## config.mk

```make
export PLATFORM = sky130hd
export DESIGN_NAME = phy_mgmt_status_ext_regs
export DESIGN_NICKNAME = d
export VERILOG_FILES = /design/src/include/phy_mgmt_pkg.sv /design/src/hw/phy_mgmt_status_ext_regs.sv /design/src/hw/mdio_serial_port.sv /design/src/hw/speed_downgrade_fsm.sv
export VERILOG_INCLUDE_DIRS = /design/src /design/src/include
export SDC_FILE = /design/constraint.sdc
export NUM_CORES = 1
export LEC_CHECK = 0
export CAP_MARGIN = 5
export CORE_AREA = 3 3 139 141
export CTS_CLUSTER_SIZE = 24
export DETAILED_ROUTE_END_ITERATION = 7
export DIE_AREA = 0 0 142 144
export DONT_BUFFER_PORTS = 1
export GPL_ROUTABILITY_DRIVEN = 0
export GPL_TIMING_DRIVEN = 0
export PLACE_DENSITY_LB_ADDON = 0.1
export REMOVE_ABC_BUFFERS = 1
export SETUP_SLACK_MARGIN = 0.4
export SYNTH_ARGS = -nofsm -noshare
export SYNTH_HDL_FRONTEND = slang
export SYNTH_SLANG_ARGS = --single-unit
```

## constraint.sdc

```tcl
create_clock -name clk -period 3.2 [get_ports clk]
set_input_delay 0.16 -clock clk [delete_from_list [all_inputs] [get_ports clk]]
set_output_delay 0.16 -clock clk [all_outputs]
set_load 0.03 [all_outputs]
```

## src/include/phy_mgmt_params.svh

```systemverilog
`ifndef PHY_MGMT_PARAMS_SVH
`define PHY_MGMT_PARAMS_SVH

// Management register offsets
`define REG_INT_ENABLE   5'h12
`define REG_INT_STATUS   5'h13
`define REG_SPEED_CFG    5'h14
`define REG_RX_ERRORS    5'h15
`define REG_EXT_INDEX    5'h1e
`define REG_EXTENDED_WINDOW_DATA     5'h1f
`define EXT_SLOW_POWER   16'h200a
`define EXT_COMBO        16'h4000

// Interrupt status bits
`define INT_AN_ERR       15
`define INT_SPEED        14
`define INT_DUPLEX       13
`define INT_PAGE         12
`define INT_LINK_FAIL    11
`define INT_LINK_UP      10
`define INT_WAKE         6
`define INT_DOWNGRADE    5
`define INT_POLARITY     1
`define INT_JABBER       0
`define INT_VALID_MASK   16'hfc63

// Speed configuration fields
`define SPD_LATCH_BIT    11
`define SPD_DG_EN_BIT    5
`define SPD_ATT_HI       4
`define SPD_ATT_LO       2
`define SPD_BYPASS_BIT   1
`define SPD_RW_MASK      16'h0ffe
`define SPD_RST          16'h082c
`define ATTEMPT_EXTRA    4'h2

// Extended register fields
`define PWR_IDLE_BIT     10
`define PWR_RST          16'hca02
`define CMB_REM_LOOP     11
`define CMB_JUMBO        5
`define CMB_CRS_SEL      4
`define CMB_WAKE         2
`define CMB_RMII         1
`define CMB_CLK_SEL      0
`define RX_ERR_MAX       16'hffff
`define SPEED_10M        2'h0

// Serial management framing
`define MDIO_PRE_LEN     6'h20
`define MDIO_OP_READ     2'h2
`define MDIO_OP_WRITE    2'h1
`define MDIO_ADDR_LAST   5'h0b
`define MDIO_TA_FIRST    5'h0c
`define MDIO_BIT_BASE    5'h1c
`define MDIO_FRAME_LAST  5'h1d

// Timing
`define CLK_HZ           20000000
`define STABLE_TIME_MS   2500
`define STABLE_CYCLES    (`STABLE_TIME_MS * (`CLK_HZ / 1000))
`endif

```

## src/include/phy_mgmt_pkg.sv

```systemverilog
package phy_mgmt_pkg;
    typedef enum logic [1:0] {
        MD_IDLE  = 2'h0,
        MD_START = 2'h1,
        MD_FRAME = 2'h3
    } mdio_state_e;

    typedef enum logic [1:0] {
        DG_IDLE = 2'h0,
        DG_UP   = 2'h1,
        DG_DOWN = 2'h3
    } dg_state_e;

    typedef struct packed {
        logic       an_err;
        logic       page_rx;
        logic       wake;
        logic       jabber;
        logic       rx_er;
        logic       an_attempt;
        logic       link_up;
        logic       duplex;
        logic       polarity;
        logic [1:0] speed;
        logic       tx_busy;
        logic       crs_dv_raw;
        logic       rx_dv;
    } phy_events_s;

    typedef struct packed {
        logic       irq;
        logic       tx_dac_on;
        logic       jumbo_accept;
        logic       crs_dv_pin;
        logic [1:0] mac_mode;
        logic       clk_input;
        logic       wol_enable;
        logic       remote_loopback;
        logic       speed_downgrade;
    } phy_ctrl_s;

    typedef struct packed {
        logic        rd;
        logic        wr;
        logic [4:0]  addr;
        logic [15:0] wdata;
    } mgmt_req_s;
endpackage : phy_mgmt_pkg

```

## src/hw/phy_mgmt_status_ext_regs.sv

```systemverilog
`include "phy_mgmt_params.svh"

module phy_mgmt_status_ext_regs
    import phy_mgmt_pkg::*;
#(
    parameter int STABLE_CYCLES = `STABLE_CYCLES
) (
    input  wire logic        clk,
    input  wire logic        rst,
    input  wire logic        soft_rst,
    input  wire logic [4:0]  phy_addr,
    input  wire logic [1:0]  strap_mode,
    input  wire logic        mdc,
    input  wire logic        mdio_in,
    output logic             mdio_out,
    output logic             mdio_oe,
    input  phy_events_s      ev,
    output phy_ctrl_s        ctrl
);
    ////////////////////////////////////////////////////////////////////////
    // State

    typedef struct packed {
        logic [15:0] int_enable;
        logic [15:0] int_status;
        logic [15:0] speed_cfg;
        logic [15:0] rx_errors;
        logic [15:0] ext_index;
        logic [15:0] slow_power;
        logic [15:0] combo;
        logic        act_dg_en;
        logic [2:0]  act_limit;
        logic        strap_done;
        logic        prev_link;
        logic [1:0]  prev_speed;
        logic        prev_duplex;
        logic        prev_pol;
        phy_ctrl_s   ctrl;
    } bank_s;

    bank_s s_ff;
    bank_s nxt_s;

    mgmt_req_s   req;
    logic [15:0] rdata;
    logic [15:0] ext_rdata;
    logic [15:0] set_vec;
    logic [15:0] clr_vec;
    logic        dg_level;
    logic        dg_event;

    assign ctrl = s_ff.ctrl;

    ////////////////////////////////////////////////////////////////////////
    // Submodules

    mdio_serial_port u_port (
        .clk      (clk),
        .rst      (rst),
        .phy_addr (phy_addr),
        .mdc      (mdc),
        .mdio_in  (mdio_in),
        .rdata    (rdata),
        .latch_en (s_ff.speed_cfg[`SPD_LATCH_BIT]),
        .req      (req),
        .mdio_out (mdio_out),
        .mdio_oe  (mdio_oe)
    );

    // Downgrade enable and limit use the settings copied at soft reset; bypass follows the live speed_cfg bit
    speed_downgrade_fsm #(
        .STABLE_CYCLES (STABLE_CYCLES)
    ) u_downgrade (
        .clk        (clk),
        .rst        (rst),
        .restart    (soft_rst),
        .enable     (s_ff.act_dg_en),
        .limit      (s_ff.act_limit),
        .bypass     (s_ff.speed_cfg[`SPD_BYPASS_BIT]),
        .link_up    (ev.link_up),
        .an_attempt (ev.an_attempt),
        .downgraded (dg_level),
        .dg_event   (dg_event)
    );

    ////////////////////////////////////////////////////////////////////////
    // Read path

    always_comb begin
        unique case (s_ff.ext_index)
            `EXT_SLOW_POWER: ext_rdata = s_ff.slow_power;
            `EXT_COMBO:      ext_rdata = s_ff.combo;
            default:         ext_rdata = 16'h0000;
        endcase
    end

    always_comb begin
        unique case (req.addr)
            `REG_INT_ENABLE: rdata = s_ff.int_enable;
            `REG_INT_STATUS: rdata = s_ff.int_status;
            `REG_SPEED_CFG:  rdata = s_ff.speed_cfg;
            `REG_RX_ERRORS:  rdata = s_ff.rx_errors;
            `REG_EXT_INDEX:  rdata = s_ff.ext_index;
            `REG_EXTENDED_WINDOW_DATA:   rdata = ext_rdata;
            default:         rdata = 16'h0000;
        endcase
    end

    ////////////////////////////////////////////////////////////////////////
    // Status events

    always_comb begin
        // Compares are quiet for one cycle after reset
        set_vec                 = 16'h0000;
        set_vec[`INT_AN_ERR]    = ev.an_err;
        set_vec[`INT_SPEED]     = s_ff.strap_done && ev.speed != s_ff.prev_speed;
        set_vec[`INT_DUPLEX]    = s_ff.strap_done && ev.duplex != s_ff.prev_duplex;
        set_vec[`INT_PAGE]      = ev.page_rx;
        set_vec[`INT_LINK_FAIL] = s_ff.prev_link && !ev.link_up;
        set_vec[`INT_LINK_UP]   = s_ff.strap_done && !s_ff.prev_link && ev.link_up;
        set_vec[`INT_WAKE]      = ev.wake;
        set_vec[`INT_DOWNGRADE] = dg_event;
        set_vec[`INT_POLARITY]  = s_ff.strap_done && ev.polarity != s_ff.prev_pol;
        set_vec[`INT_JABBER]    = ev.jabber;
        clr_vec = (req.rd && req.addr == `REG_INT_STATUS) ? 16'hffff : 16'h0000;
    end

    ////////////////////////////////////////////////////////////////////////
    // Next state

    always_comb begin
        nxt_s = s_ff;

        nxt_s.prev_link   = ev.link_up;
        nxt_s.prev_speed  = ev.speed;
        nxt_s.prev_duplex = ev.duplex;
        nxt_s.prev_pol    = ev.polarity;

        // An event in the clearing cycle survives the read
        nxt_s.int_status = ((s_ff.int_status & ~clr_vec) | set_vec)
                           & `INT_VALID_MASK;

        // Counter holds at the top rather than wrapping
        if (ev.rx_er && s_ff.rx_errors != `RX_ERR_MAX) begin
            nxt_s.rx_errors = s_ff.rx_errors + 16'h0001;
        end

        if (req.wr) begin
            unique case (req.addr)
                `REG_INT_ENABLE: nxt_s.int_enable = req.wdata;
                `REG_SPEED_CFG: begin
                    nxt_s.speed_cfg = (s_ff.speed_cfg & ~`SPD_RW_MASK)
                                      | (req.wdata & `SPD_RW_MASK);
                end
                `REG_RX_ERRORS: nxt_s.rx_errors = {15'h0000, ev.rx_er};
                `REG_EXT_INDEX: nxt_s.ext_index = req.wdata;
                `REG_EXTENDED_WINDOW_DATA: begin
                    unique case (s_ff.ext_index)
                        `EXT_SLOW_POWER: nxt_s.slow_power = req.wdata;
                        `EXT_COMBO:      nxt_s.combo = req.wdata;
                        default: ;
                    endcase
                end
                default: ;
            endcase
        end

        // Straps are caught on the first cycle after reset release
        if (!s_ff.strap_done) begin
            nxt_s.strap_done = 1'b1;
            nxt_s.combo[`CMB_RMII:`CMB_CLK_SEL] = strap_mode;
        end

        // Downgrade enable and limit only move on a soft reset
        if (soft_rst) begin
            nxt_s.act_dg_en = s_ff.speed_cfg[`SPD_DG_EN_BIT];
            nxt_s.act_limit = s_ff.speed_cfg[`SPD_ATT_HI:`SPD_ATT_LO];
        end

        ////////////////////////////////////////////////////////////////////
        // Outputs

        nxt_s.ctrl.irq = |(nxt_s.int_status & nxt_s.int_enable);
        nxt_s.ctrl.tx_dac_on = !(nxt_s.slow_power[`PWR_IDLE_BIT]
                                 && ev.speed == `SPEED_10M && !ev.tx_busy);
        nxt_s.ctrl.jumbo_accept    = nxt_s.combo[`CMB_JUMBO];
        nxt_s.ctrl.crs_dv_pin      = nxt_s.combo[`CMB_CRS_SEL] ? ev.rx_dv : ev.crs_dv_raw;
        nxt_s.ctrl.mac_mode        = nxt_s.combo[`CMB_RMII:`CMB_CLK_SEL];
        nxt_s.ctrl.clk_input       = nxt_s.combo[`CMB_CLK_SEL];
        nxt_s.ctrl.wol_enable      = nxt_s.combo[`CMB_WAKE];
        nxt_s.ctrl.remote_loopback = nxt_s.combo[`CMB_REM_LOOP];
        nxt_s.ctrl.speed_downgrade = dg_level;
    end

    ////////////////////////////////////////////////////////////////////////
    // Registers

    always_ff @(posedge clk) begin
        if (rst) begin
            s_ff                <= '0;
            s_ff.speed_cfg      <= `SPD_RST;
            s_ff.slow_power     <= `PWR_RST;
            s_ff.act_dg_en      <= 1'(`SPD_RST >> `SPD_DG_EN_BIT);
            s_ff.act_limit      <= 3'(`SPD_RST >> `SPD_ATT_LO);
            s_ff.ctrl.tx_dac_on <= 1'b1;
        end else begin
            s_ff <= nxt_s;
        end
    end
endmodule : phy_mgmt_status_ext_regs

```

## src/hw/mdio_serial_port.sv

```systemverilog
`include "phy_mgmt_params.svh"

module mdio_serial_port
    import phy_mgmt_pkg::*;
(
    input  wire logic        clk,
    input  wire logic        rst,
    input  wire logic [4:0]  phy_addr,
    input  wire logic        mdc,
    input  wire logic        mdio_in,
    input  wire logic [15:0] rdata,
    input  wire logic        latch_en,
    output mgmt_req_s        req,
    output logic             mdio_out,
    output logic             mdio_oe
);
    typedef struct packed {
        mdio_state_e st;
        logic        mdc_prev;
        logic [5:0]  pre_cnt;
        logic [4:0]  cnt;
        logic [15:0] sh;
        logic        is_read;
        logic        hit;
        logic [15:0] rbuf;
        logic        out;
        logic        oe;
        mgmt_req_s   req;
    } port_s;

    port_s s_ff;
    port_s nxt_s;
    logic [4:0] bit_idx;
    logic [15:0] word;

    assign req      = s_ff.req;
    assign mdio_out = s_ff.out;
    assign mdio_oe  = s_ff.oe;
    assign bit_idx  = `MDIO_BIT_BASE - s_ff.cnt;
    // Unlatched reads follow the live register, so a bit may tear mid-frame
    assign word     = latch_en ? s_ff.rbuf : rdata;

    always_comb begin
        nxt_s          = s_ff;
        nxt_s.req.rd   = 1'b0;
        nxt_s.req.wr   = 1'b0;
        nxt_s.mdc_prev = mdc;
        if (mdc && !s_ff.mdc_prev) begin
            nxt_s.sh = {s_ff.sh[14:0], mdio_in};
            unique case (s_ff.st)
                MD_IDLE: begin
                    if (mdio_in) begin
                        if (s_ff.pre_cnt != `MDIO_PRE_LEN) nxt_s.pre_cnt = s_ff.pre_cnt + 6'h01;
                    end else begin
                        if (s_ff.pre_cnt == `MDIO_PRE_LEN) nxt_s.st = MD_START;
                        nxt_s.pre_cnt = 6'h00;
                    end
                end
                MD_START: begin
                    nxt_s.cnt = 5'h00;
                    nxt_s.st  = mdio_in ? MD_FRAME : MD_IDLE;
                end
                MD_FRAME: begin
                    nxt_s.cnt = s_ff.cnt + 5'h01;
                    if (s_ff.cnt == `MDIO_ADDR_LAST) begin
                        nxt_s.is_read  = nxt_s.sh[11:10] == `MDIO_OP_READ;
                        nxt_s.hit      = nxt_s.sh[9:5] == phy_addr &&
                                         (nxt_s.sh[11:10] == `MDIO_OP_READ ||
                                          nxt_s.sh[11:10] == `MDIO_OP_WRITE);
                        nxt_s.req.addr = nxt_s.sh[4:0];
                    end
                    if (s_ff.cnt == `MDIO_TA_FIRST && s_ff.hit && s_ff.is_read) begin
                        // Capture before the read side effects land next cycle
                        nxt_s.rbuf   = rdata;
                        nxt_s.req.rd = 1'b1;
                        nxt_s.oe     = 1'b1;
                        nxt_s.out    = 1'b0;
                    end else if (s_ff.oe && s_ff.cnt != `MDIO_FRAME_LAST) begin
                        nxt_s.out = word[bit_idx[3:0]];
                    end
                    if (s_ff.cnt == `MDIO_FRAME_LAST) begin
                        nxt_s.oe      = 1'b0;
                        nxt_s.out     = 1'b0;
                        nxt_s.st      = MD_IDLE;
                        nxt_s.pre_cnt = 6'h00;
                        if (s_ff.hit && !s_ff.is_read) begin
                            nxt_s.req.wr    = 1'b1;
                            nxt_s.req.wdata = nxt_s.sh;
                        end
                    end
                end
                default: nxt_s.st = MD_IDLE;
            endcase
        end
    end

    always_ff @(posedge clk) begin
        if (rst) s_ff <= '0;
        else     s_ff <= nxt_s;
    end
endmodule : mdio_serial_port

```

## src/hw/speed_downgrade_fsm.sv

```systemverilog
`include "phy_mgmt_params.svh"

module speed_downgrade_fsm
    import phy_mgmt_pkg::*;
#(
    parameter int STABLE_CYCLES = `STABLE_CYCLES
) (
    input  wire logic       clk,
    input  wire logic       rst,
    input  wire logic       restart,
    input  wire logic       enable,
    input  wire logic [2:0] limit,
    input  wire logic       bypass,
    input  wire logic       link_up,
    input  wire logic       an_attempt,
    output logic            downgraded,
    output logic            dg_event
);
    localparam logic [25:0] STABLE_LAST = 26'(STABLE_CYCLES - 1);

    typedef struct packed {
        dg_state_e   st;
        logic [3:0]  fails;
        logic [25:0] tmr;
        logic        down;
        logic        evt;
    } dg_s;

    dg_s s_ff;
    dg_s nxt_s;
    logic fail;
    logic stable;

    assign downgraded = s_ff.down;
    assign dg_event   = s_ff.evt;
    assign stable     = bypass || s_ff.tmr == STABLE_LAST;

    always_comb begin
        nxt_s     = s_ff;
        nxt_s.evt = 1'b0;
        fail      = 1'b0;
        unique case (s_ff.st)
            DG_IDLE: begin
                if (link_up) begin
                    nxt_s.st  = DG_UP;
                    nxt_s.tmr = 26'h0;
                end else if (an_attempt) begin
                    fail = 1'b1;
                end
            end
            DG_UP: begin
                if (!link_up) begin
                    nxt_s.st = DG_IDLE;
                    fail     = !stable;
                end else if (stable) begin
                    nxt_s.fails = 4'h0;
                end else begin
                    nxt_s.tmr = s_ff.tmr + 26'h1;
                end
            end
            DG_DOWN: ;
        endcase
        if (fail && enable) begin
            nxt_s.fails = s_ff.fails + 4'h1;
            if (nxt_s.fails >= {1'b0, limit} + `ATTEMPT_EXTRA) begin
                nxt_s.st   = DG_DOWN;
                nxt_s.down = 1'b1;
                nxt_s.evt  = 1'b1;
            end
        end
        if (restart) nxt_s = '0;
    end

    always_ff @(posedge clk) begin
        if (rst) s_ff <= '0;
        else     s_ff <= nxt_s;
    end
endmodule : speed_downgrade_fsm

```

==> results of run 1 <==
[repair_timing]
action / CTS / global route
pin swaps: 0 / 1
buffers inserted: 0 / 5
setup endpoints to repair: 60 / 62
gates cloned: 0 / 0
gates resized for setup: 9 / 11
hold endpoints to repair: 165 / 0
hold buffers: 22 / 0
[worst paths after layout]
kind                                    start                           end  slack, ps
hold reg to reg         s_ff[94]$_SDFFE_PP0P_         s_ff[94]$_SDFFE_PP0P_        450
hold / removal                    phy_addr[1]  u_port.s_ff[41]$_SDFFE_PP0P_         20
setup / recovery  u_port.req[18]$_SDFFE_PP0P_  u_port.mdio_out$_SDFFE_PP0P_        540
setup reg to reg  u_port.req[18]$_SDFFE_PP0P_  u_port.mdio_out$_SDFFE_PP0P_        540
[cell families after synthesis]
group	after synthesis	synth area share
AND/OR/NAND/NOR	537	0.247
buffers and inverters	100	0.0454
AO/OA/AOI/OAI	242	0.153
flip-flops	221	0.445
XOR/XNOR	55	0.0484
adder cells (fa/ha/maj)	14	0.0176
multiplexers	43	0.0437
[power by group through the flow]
stage	registers, mW	logic [mW]	clock network (mW)
2_1_floorplan	2.85	0.0723	0
3_3_place_gp	2.86	0.0899	0
3_5_place_dp	2.86	0.0949	0
4_1_cts	2.80	0.155	3.00
5_1_grt	2.80	0.175	3.12
6_report	2.80	0.156	2.95
[metrics by stage]
stage	worst slack [ps]	power (mW)	util	hold WS (ps)
2_1_floorplan	-198	2.93	-	229
3_3_place_gp	-1750	2.95	0.544	263
3_5_place_dp	-148	2.96	0.547	262
4_1_cts	405	5.96	0.609	9.08
5_1_grt	376	6.10	0.613	58.6
6_report	542	5.91	0.613	18.0
[flip-flops by register name, indices dropped and copies added, names as in the netlist]
register / flops
s_ff: 111
u_downgrade.downgraded: 1
u_port.mdio_out: 1
u_port.s_ff: 47
u_downgrade.dg_event: 1
u_port.mdio_oe: 1
u_downgrade.s_ff: 32
ctrl: 4
u_port.req: 23
[final cells by class]
| class | instances | area share |
|---|---|---|
| Inverter | 17 | 0.00576 |
| Clock inverter | 9 | 0.0122 |
| Multi-Input combinational cell | 891 | 0.464 |
| Tap cell | 229 | 0.0259 |
| Timing Repair Buffer | 31 | 0.0282 |
| Sequential cell | 221 | 0.400 |
| Clock buffer | 36 | 0.0647 |
[critical path, stage by stage (launching register included)]
cell	delay, ps
dfxtp_1	590
nor2b_2	440
nor2b_4	440
a22o_1	210
a211o_1	150
a211oi_1	60
a311o_1	340
a211o_1	280
nand4_1	80
[synth_stat cells, drive strengths merged, types with 7 or more instances]
library cell | number | share of area
a211oi | 7 | 0.0053
a21oi | 125 | 0.063
a22oi | 16 | 0.012
a31oi | 10 | 0.0063
and3 | 13 | 0.0087
and4 | 7 | 0.0062
buf | 29 | 0.019
clkbuf | 54 | 0.020
dfxtp | 221 | 0.44
ha | 14 | 0.018
inv | 17 | 0.0064
mux2i | 40 | 0.040
nand2 | 256 | 0.097
nand2b | 8 | 0.0050
nand3 | 35 | 0.018
nand3b | 8 | 0.0060
nand4 | 18 | 0.011
nor2 | 126 | 0.049
nor2b | 18 | 0.011
nor3 | 16 | 0.0086
nor4 | 8 | 0.0050
o21ai | 18 | 0.0091
o22ai | 8 | 0.0050
xnor2 | 19 | 0.017
xor2 | 36 | 0.032
[per-layer routing]
layer  GRT usage  share of wire  vias to the layer above  wire [µm]
li1            -              -                     4141          -
met1       0.374           0.47                     3999      12200
met2       0.383           0.44                      256      11400
met3      0.0407          0.070                       41       1820
met4      0.0722          0.024                        0        624
met5           0              0                        -          0
==> metrics.txt, run 1 <==
warnings from Yosys 0; Max clock buf depth 3; Fmax 376 MHz; Leak ~3.8 nW; first-pass GRT wire length 41.9 mm; Final Cycle Share 0.831; Comb pwr share 0.026; Diodes inserted 0; Worst EP required 3660 ps; Final Hold Viols 0; share of layout cells above drive strength 1 0.0689; FF/Latch Area ~4400 µm²; Non-Filler Instances between 1000 and 1500; clock share of power 0.500; buffers added on ports 0; pwr dens ~530 nW/µm²; Hold Path Depth 5; die height ~140 µm; DP Wirelength about 17 mm; critical path launch point type flop; # fillers around 1700; Vias/cell about 5.9; CTS H-Tree Depth 1; Sw Ratio 0.216; DRT antenna net count 0; total track usage 0.253; EDFF count, synth 0; Routed WL between 20 and 30 mm; most common cell after layout, fill and taps aside nand2_1; unrepaired setup endpoints after global routing false; largest net degree at the start of global routing 151; status finished, final reports clean; Slew Limit Headroom 0.364; register bit count reported by yosys about 220; number of global-route vias before repair approximately 8000; Slew @ Worst Pin roughly 950 ps; Max IR drop VDD about 0.48 mV; initial core utilization 0.550; Clock Sinks about 220; Post-DP Area roughly 10000 µm²; Worst-path clk slew 60 ps; Die Area ~20000 µm²; DRT iter0 DRCs roughly 750; total net switching power approximately 1.3 mW; Main synth FF type dfxtp_1; gr ovfl total 0; DRC errors left 0; sequential share of the synthesized area 0.445; syn_area_per_cell around 8 µm²; final setup vio count 0; Crit. End Element flop; vias between 8000 and 9000; nets@finish about 1200; fin area between 10000 and 15000 µm²; internal power around 4.6 mW; commonest cells after routing, fill and taps aside nand2_1, dfxtp_1, a21oi_1; Core Region about 18000 µm²; clk root buf clkbuf_16; fin crit period ~2700 ps; synth unique cells 71; # Max-Cap Violations 0; Reg2Reg Depth 8; wire length per cell between 15 and 20 µm; critical path arrival 3120 ps; Slew Limit Fails 0; Post-Syn Area 9950 µm²; IO Pins 38; Clock Skew between 6 and 7 ps; Total Neg Setup Slack 0 ps; largest fanout on the critical path 14; Post-Syn Instances roughly 1200; sequential power share 0.474; row cnt around 50; Chip Width roughly 140 µm; asr flop ratio synth 0; Area growth, synth to finish 11.4%; first-pass iteration count of the detailed router 5; Crit Path Class flop to flop; Skew-Pair Late Insertion Delay 530 ps; initial antenna violation count 0; CTS buffer count 25; CTS tree done; dpl cells around 1400; footprint of the multi-input gates 5140 µm²; Hold Path Class input pin to flop
No activity file was read; power rests on OpenSTA's default activity.
==> run 2: changes to the inputs <==
clock period = 2.54 ns   (was 3.2 ns; I/O delays follow)
==> run 2 against run 1 <==
Compared with the run above:
- the flow now finishes with violations (hold timing)
- cell count increased by 5.4%
- utilization increased by 5.4 points
- clock skew increased by 0.72 ps
- count of clock-buffer cells in the layout unchanged
- maximum frequency increased by 16%
- global-route usage increased by 0.94 points
- die area unchanged
==> metrics.txt, run 2 (synthesized netlist as in run 1, its figures left out) <==
status finished with violations (was finished, final reports clean); failing checks hold timing; Routed WL 28.2 mm (was 26.1 mm); most common cell after layout, fill and taps aside nand2_1 (unchanged); FF/Latch Area 4450 µm² (was 4430 µm²); CTS H-Tree Depth 1 (unchanged); Skew-Pair Late Insertion Delay 530 ps (about the same); nets@finish 1304 (was 1227); RR Endpoint u_port.mdio_out$_SDFFE_PP0P_ (unchanged); Area growth, synth to finish 21.3% (was 11.4%); DP Wirelength 17.3 mm (unchanged); max reg flops 111 (unchanged); # Max-Cap Violations 0 (unchanged); initial antenna violation count 0 (unchanged); share of layout cells above drive strength 1 0.148 (was 0.0689); Final Cycle Share 0.900 (was 0.831); clk root buf clkbuf_16 (unchanged); Diodes inserted 0 (unchanged); footprint of the multi-input gates 5510 µm² (was 5140 µm²); Slew Limit Headroom 0.376 (was 0.364); Top reg by flops s_ff (unchanged); first-pass iteration count of the detailed router 7 (was 5); reg2reg start s_ff[61]$_SDFFE_PP0P_ (was u_port.req[18]$_SDFFE_PP0P_); critical path launch point type flop (unchanged); row cnt 49 (unchanged); Final Hold Viols 118 (was 0); number of global-route vias before repair 8220 (was 7922); gr ovfl total 0 (unchanged); Die Area 20400 µm² (unchanged); Max clock buf depth 3 (unchanged); Chip Width 142 µm (unchanged); Reg2Reg Depth 8 (unchanged); Core Region 18100 µm² (unchanged); CP endpoint u_port.mdio_out$_SDFFE_PP0P_ (unchanged); Final Worst Setup Slack 255 ps (was 542 ps); largest fanout on the critical path 5 (was 14); commonest cells after routing, fill and taps aside nand2_1, dfxtp_1, a21oi_1 (unchanged); IO Pins 38 (unchanged); total track usage 0.262 (was 0.253); Vias/cell 5.93 (was 5.88); critical path arrival 2750 ps (was 3120 ps); fin area 12100 µm² (was 11100 µm²); post-place setup slack -808 ps (was -148 ps); DRT iter0 DRCs 782 (was 746); initial core utilization 0.550 (unchanged); CTS tree done (unchanged); registers with the most flip-flops s_ff x111, u_port.s_ff x47, u_downgrade.s_ff x32 (unchanged); CTS buffer count 25 (unchanged); Max IR drop VDD 0.597 mV (was 0.478 mV); DRT antenna net count 0 (unchanged); Slew Limit Fails 0 (unchanged); Slew @ Worst Pin 935 ps (was 953 ps); fin crit period 2280 ps (was 2660 ps); pwr dens 614 nW/µm² (was 533 nW/µm²); Worst-path clk slew 60 ps (about the same); largest net degree at the start of global routing 152 (was 151); Clock Sinks 221 (unchanged); Clock Skew 7.42 ps (was 6.70 ps); Crit. Startpoint s_ff[61]$_SDFFE_PP0P_ (was u_port.req[18]$_SDFFE_PP0P_); Crit Path Class flop to flop (unchanged); # fillers 1529 (was 1650); Leak 4.33 nW (was 3.80 nW); Hold Crit Start rst (was phy_addr[1]); Hold Slack -305 ps (was 18.0 ps); buffers added on ports 0 (unchanged); unrepaired setup endpoints after global routing true (was false); Worst EP required 3000 ps (was 3660 ps); vias 8955 (was 8437); die height 144 µm (unchanged); final setup vio count 0 (unchanged); Fmax 438 MHz (was 376 MHz); register-to-register setup slack 260 ps (was 540 ps); Crit. End Element flop (unchanged); wire length per cell 18.6 µm (was 18.2 µm); DRC errors left 0 (unchanged); Hold Path Class input pin to flop (unchanged); Post-DP Area 9890 µm² (unchanged); first-pass GRT wire length 43.3 mm (was 41.9 mm)
==> run 2: repair_timing <==
item                                    4_1_cts  5_1_grt
gates resized for setup                      53       56
hold buffers                                 39        1
endpoints found under the hold margin       174      119
buffers inserted                             25       35
cloned                                        1        3
pin swaps                                    10       17
endpoints found under the setup margin      170      111
==> run 2: cell type report <==
cell class,instances,area share
Clock inverter,9,0.0112
Multi-Input combinational cell,895,0.457
Sequential cell,221,0.369
Tap cell,229,0.0238
Clock buffer,36,0.0594
Inverter,17,0.00529
Timing Repair Buffer,104,0.0743
==> run 2: worst min path at each step <==
stage,to,slack (ps),cells past startpoint
2_1_floorplan,ctrl[9]$_SDFF_PP0_,200,1
3_3_place_gp,u_port.s_ff[41]$_SDFFE_PP0P_,230,1
3_5_place_dp,u_port.s_ff[51]$_SDFFE_PP0P_,230,1
4_1_cts,u_port.req[12]$_SDFFE_PP0P_,-330,1
5_1_grt,u_port.s_ff[41]$_SDFFE_PP0P_,-340,1
6_report,u_port.s_ff[25]$_SDFFE_PP0P_,-300,1
==> run 2: power breakdown <==
part           total (mW)  switching (mW)  internal (mW)
clock                3.72            1.45           2.27
combinational       0.161          0.0865         0.0746
sequential           3.52          0.0361           3.49
==> run 2: metrics by stage <==
| stage | instances | util | setup TNS [ps] | power (mW) |
|---|---|---|---|---|
| finish | 1511 | 0.667 | 0 | 7.41 |
| floorplan | 1129 | - | -11450 | 3.69 |
| global route | 1511 | 0.667 | 0 | 7.64 |
| detailed placement | 1362 | 0.547 | -29400 | 3.73 |
| global placement | 1358 | 0.544 | -71900 | 3.72 |
| CTS | 1472 | 0.636 | 0 | 7.45 |
==> run 2: worst max-delay path, stage by stage, from the launching register on <==
cell	delay, ps
dfxtp_1	320
or4_4	570
nor2_8	130
and3_4	240
a211o_1	180
a211oi_1	60
a311o_1	330
a211o_1	280
nand4_1	100
==> run 2: metal layers <==
layer | wire, µm | global-route usage | part of all wire | up-vias
met3 | 2080 | 0.0427 | 0.074 | 52
met5 | 0 | 0 | 0 | -
li1 | - | - | - | 4294
met4 | 790 | 0.0854 | 0.028 | 0
met1 | 12800 | 0.381 | 0.45 | 4281
met2 | 12500 | 0.400 | 0.45 | 328
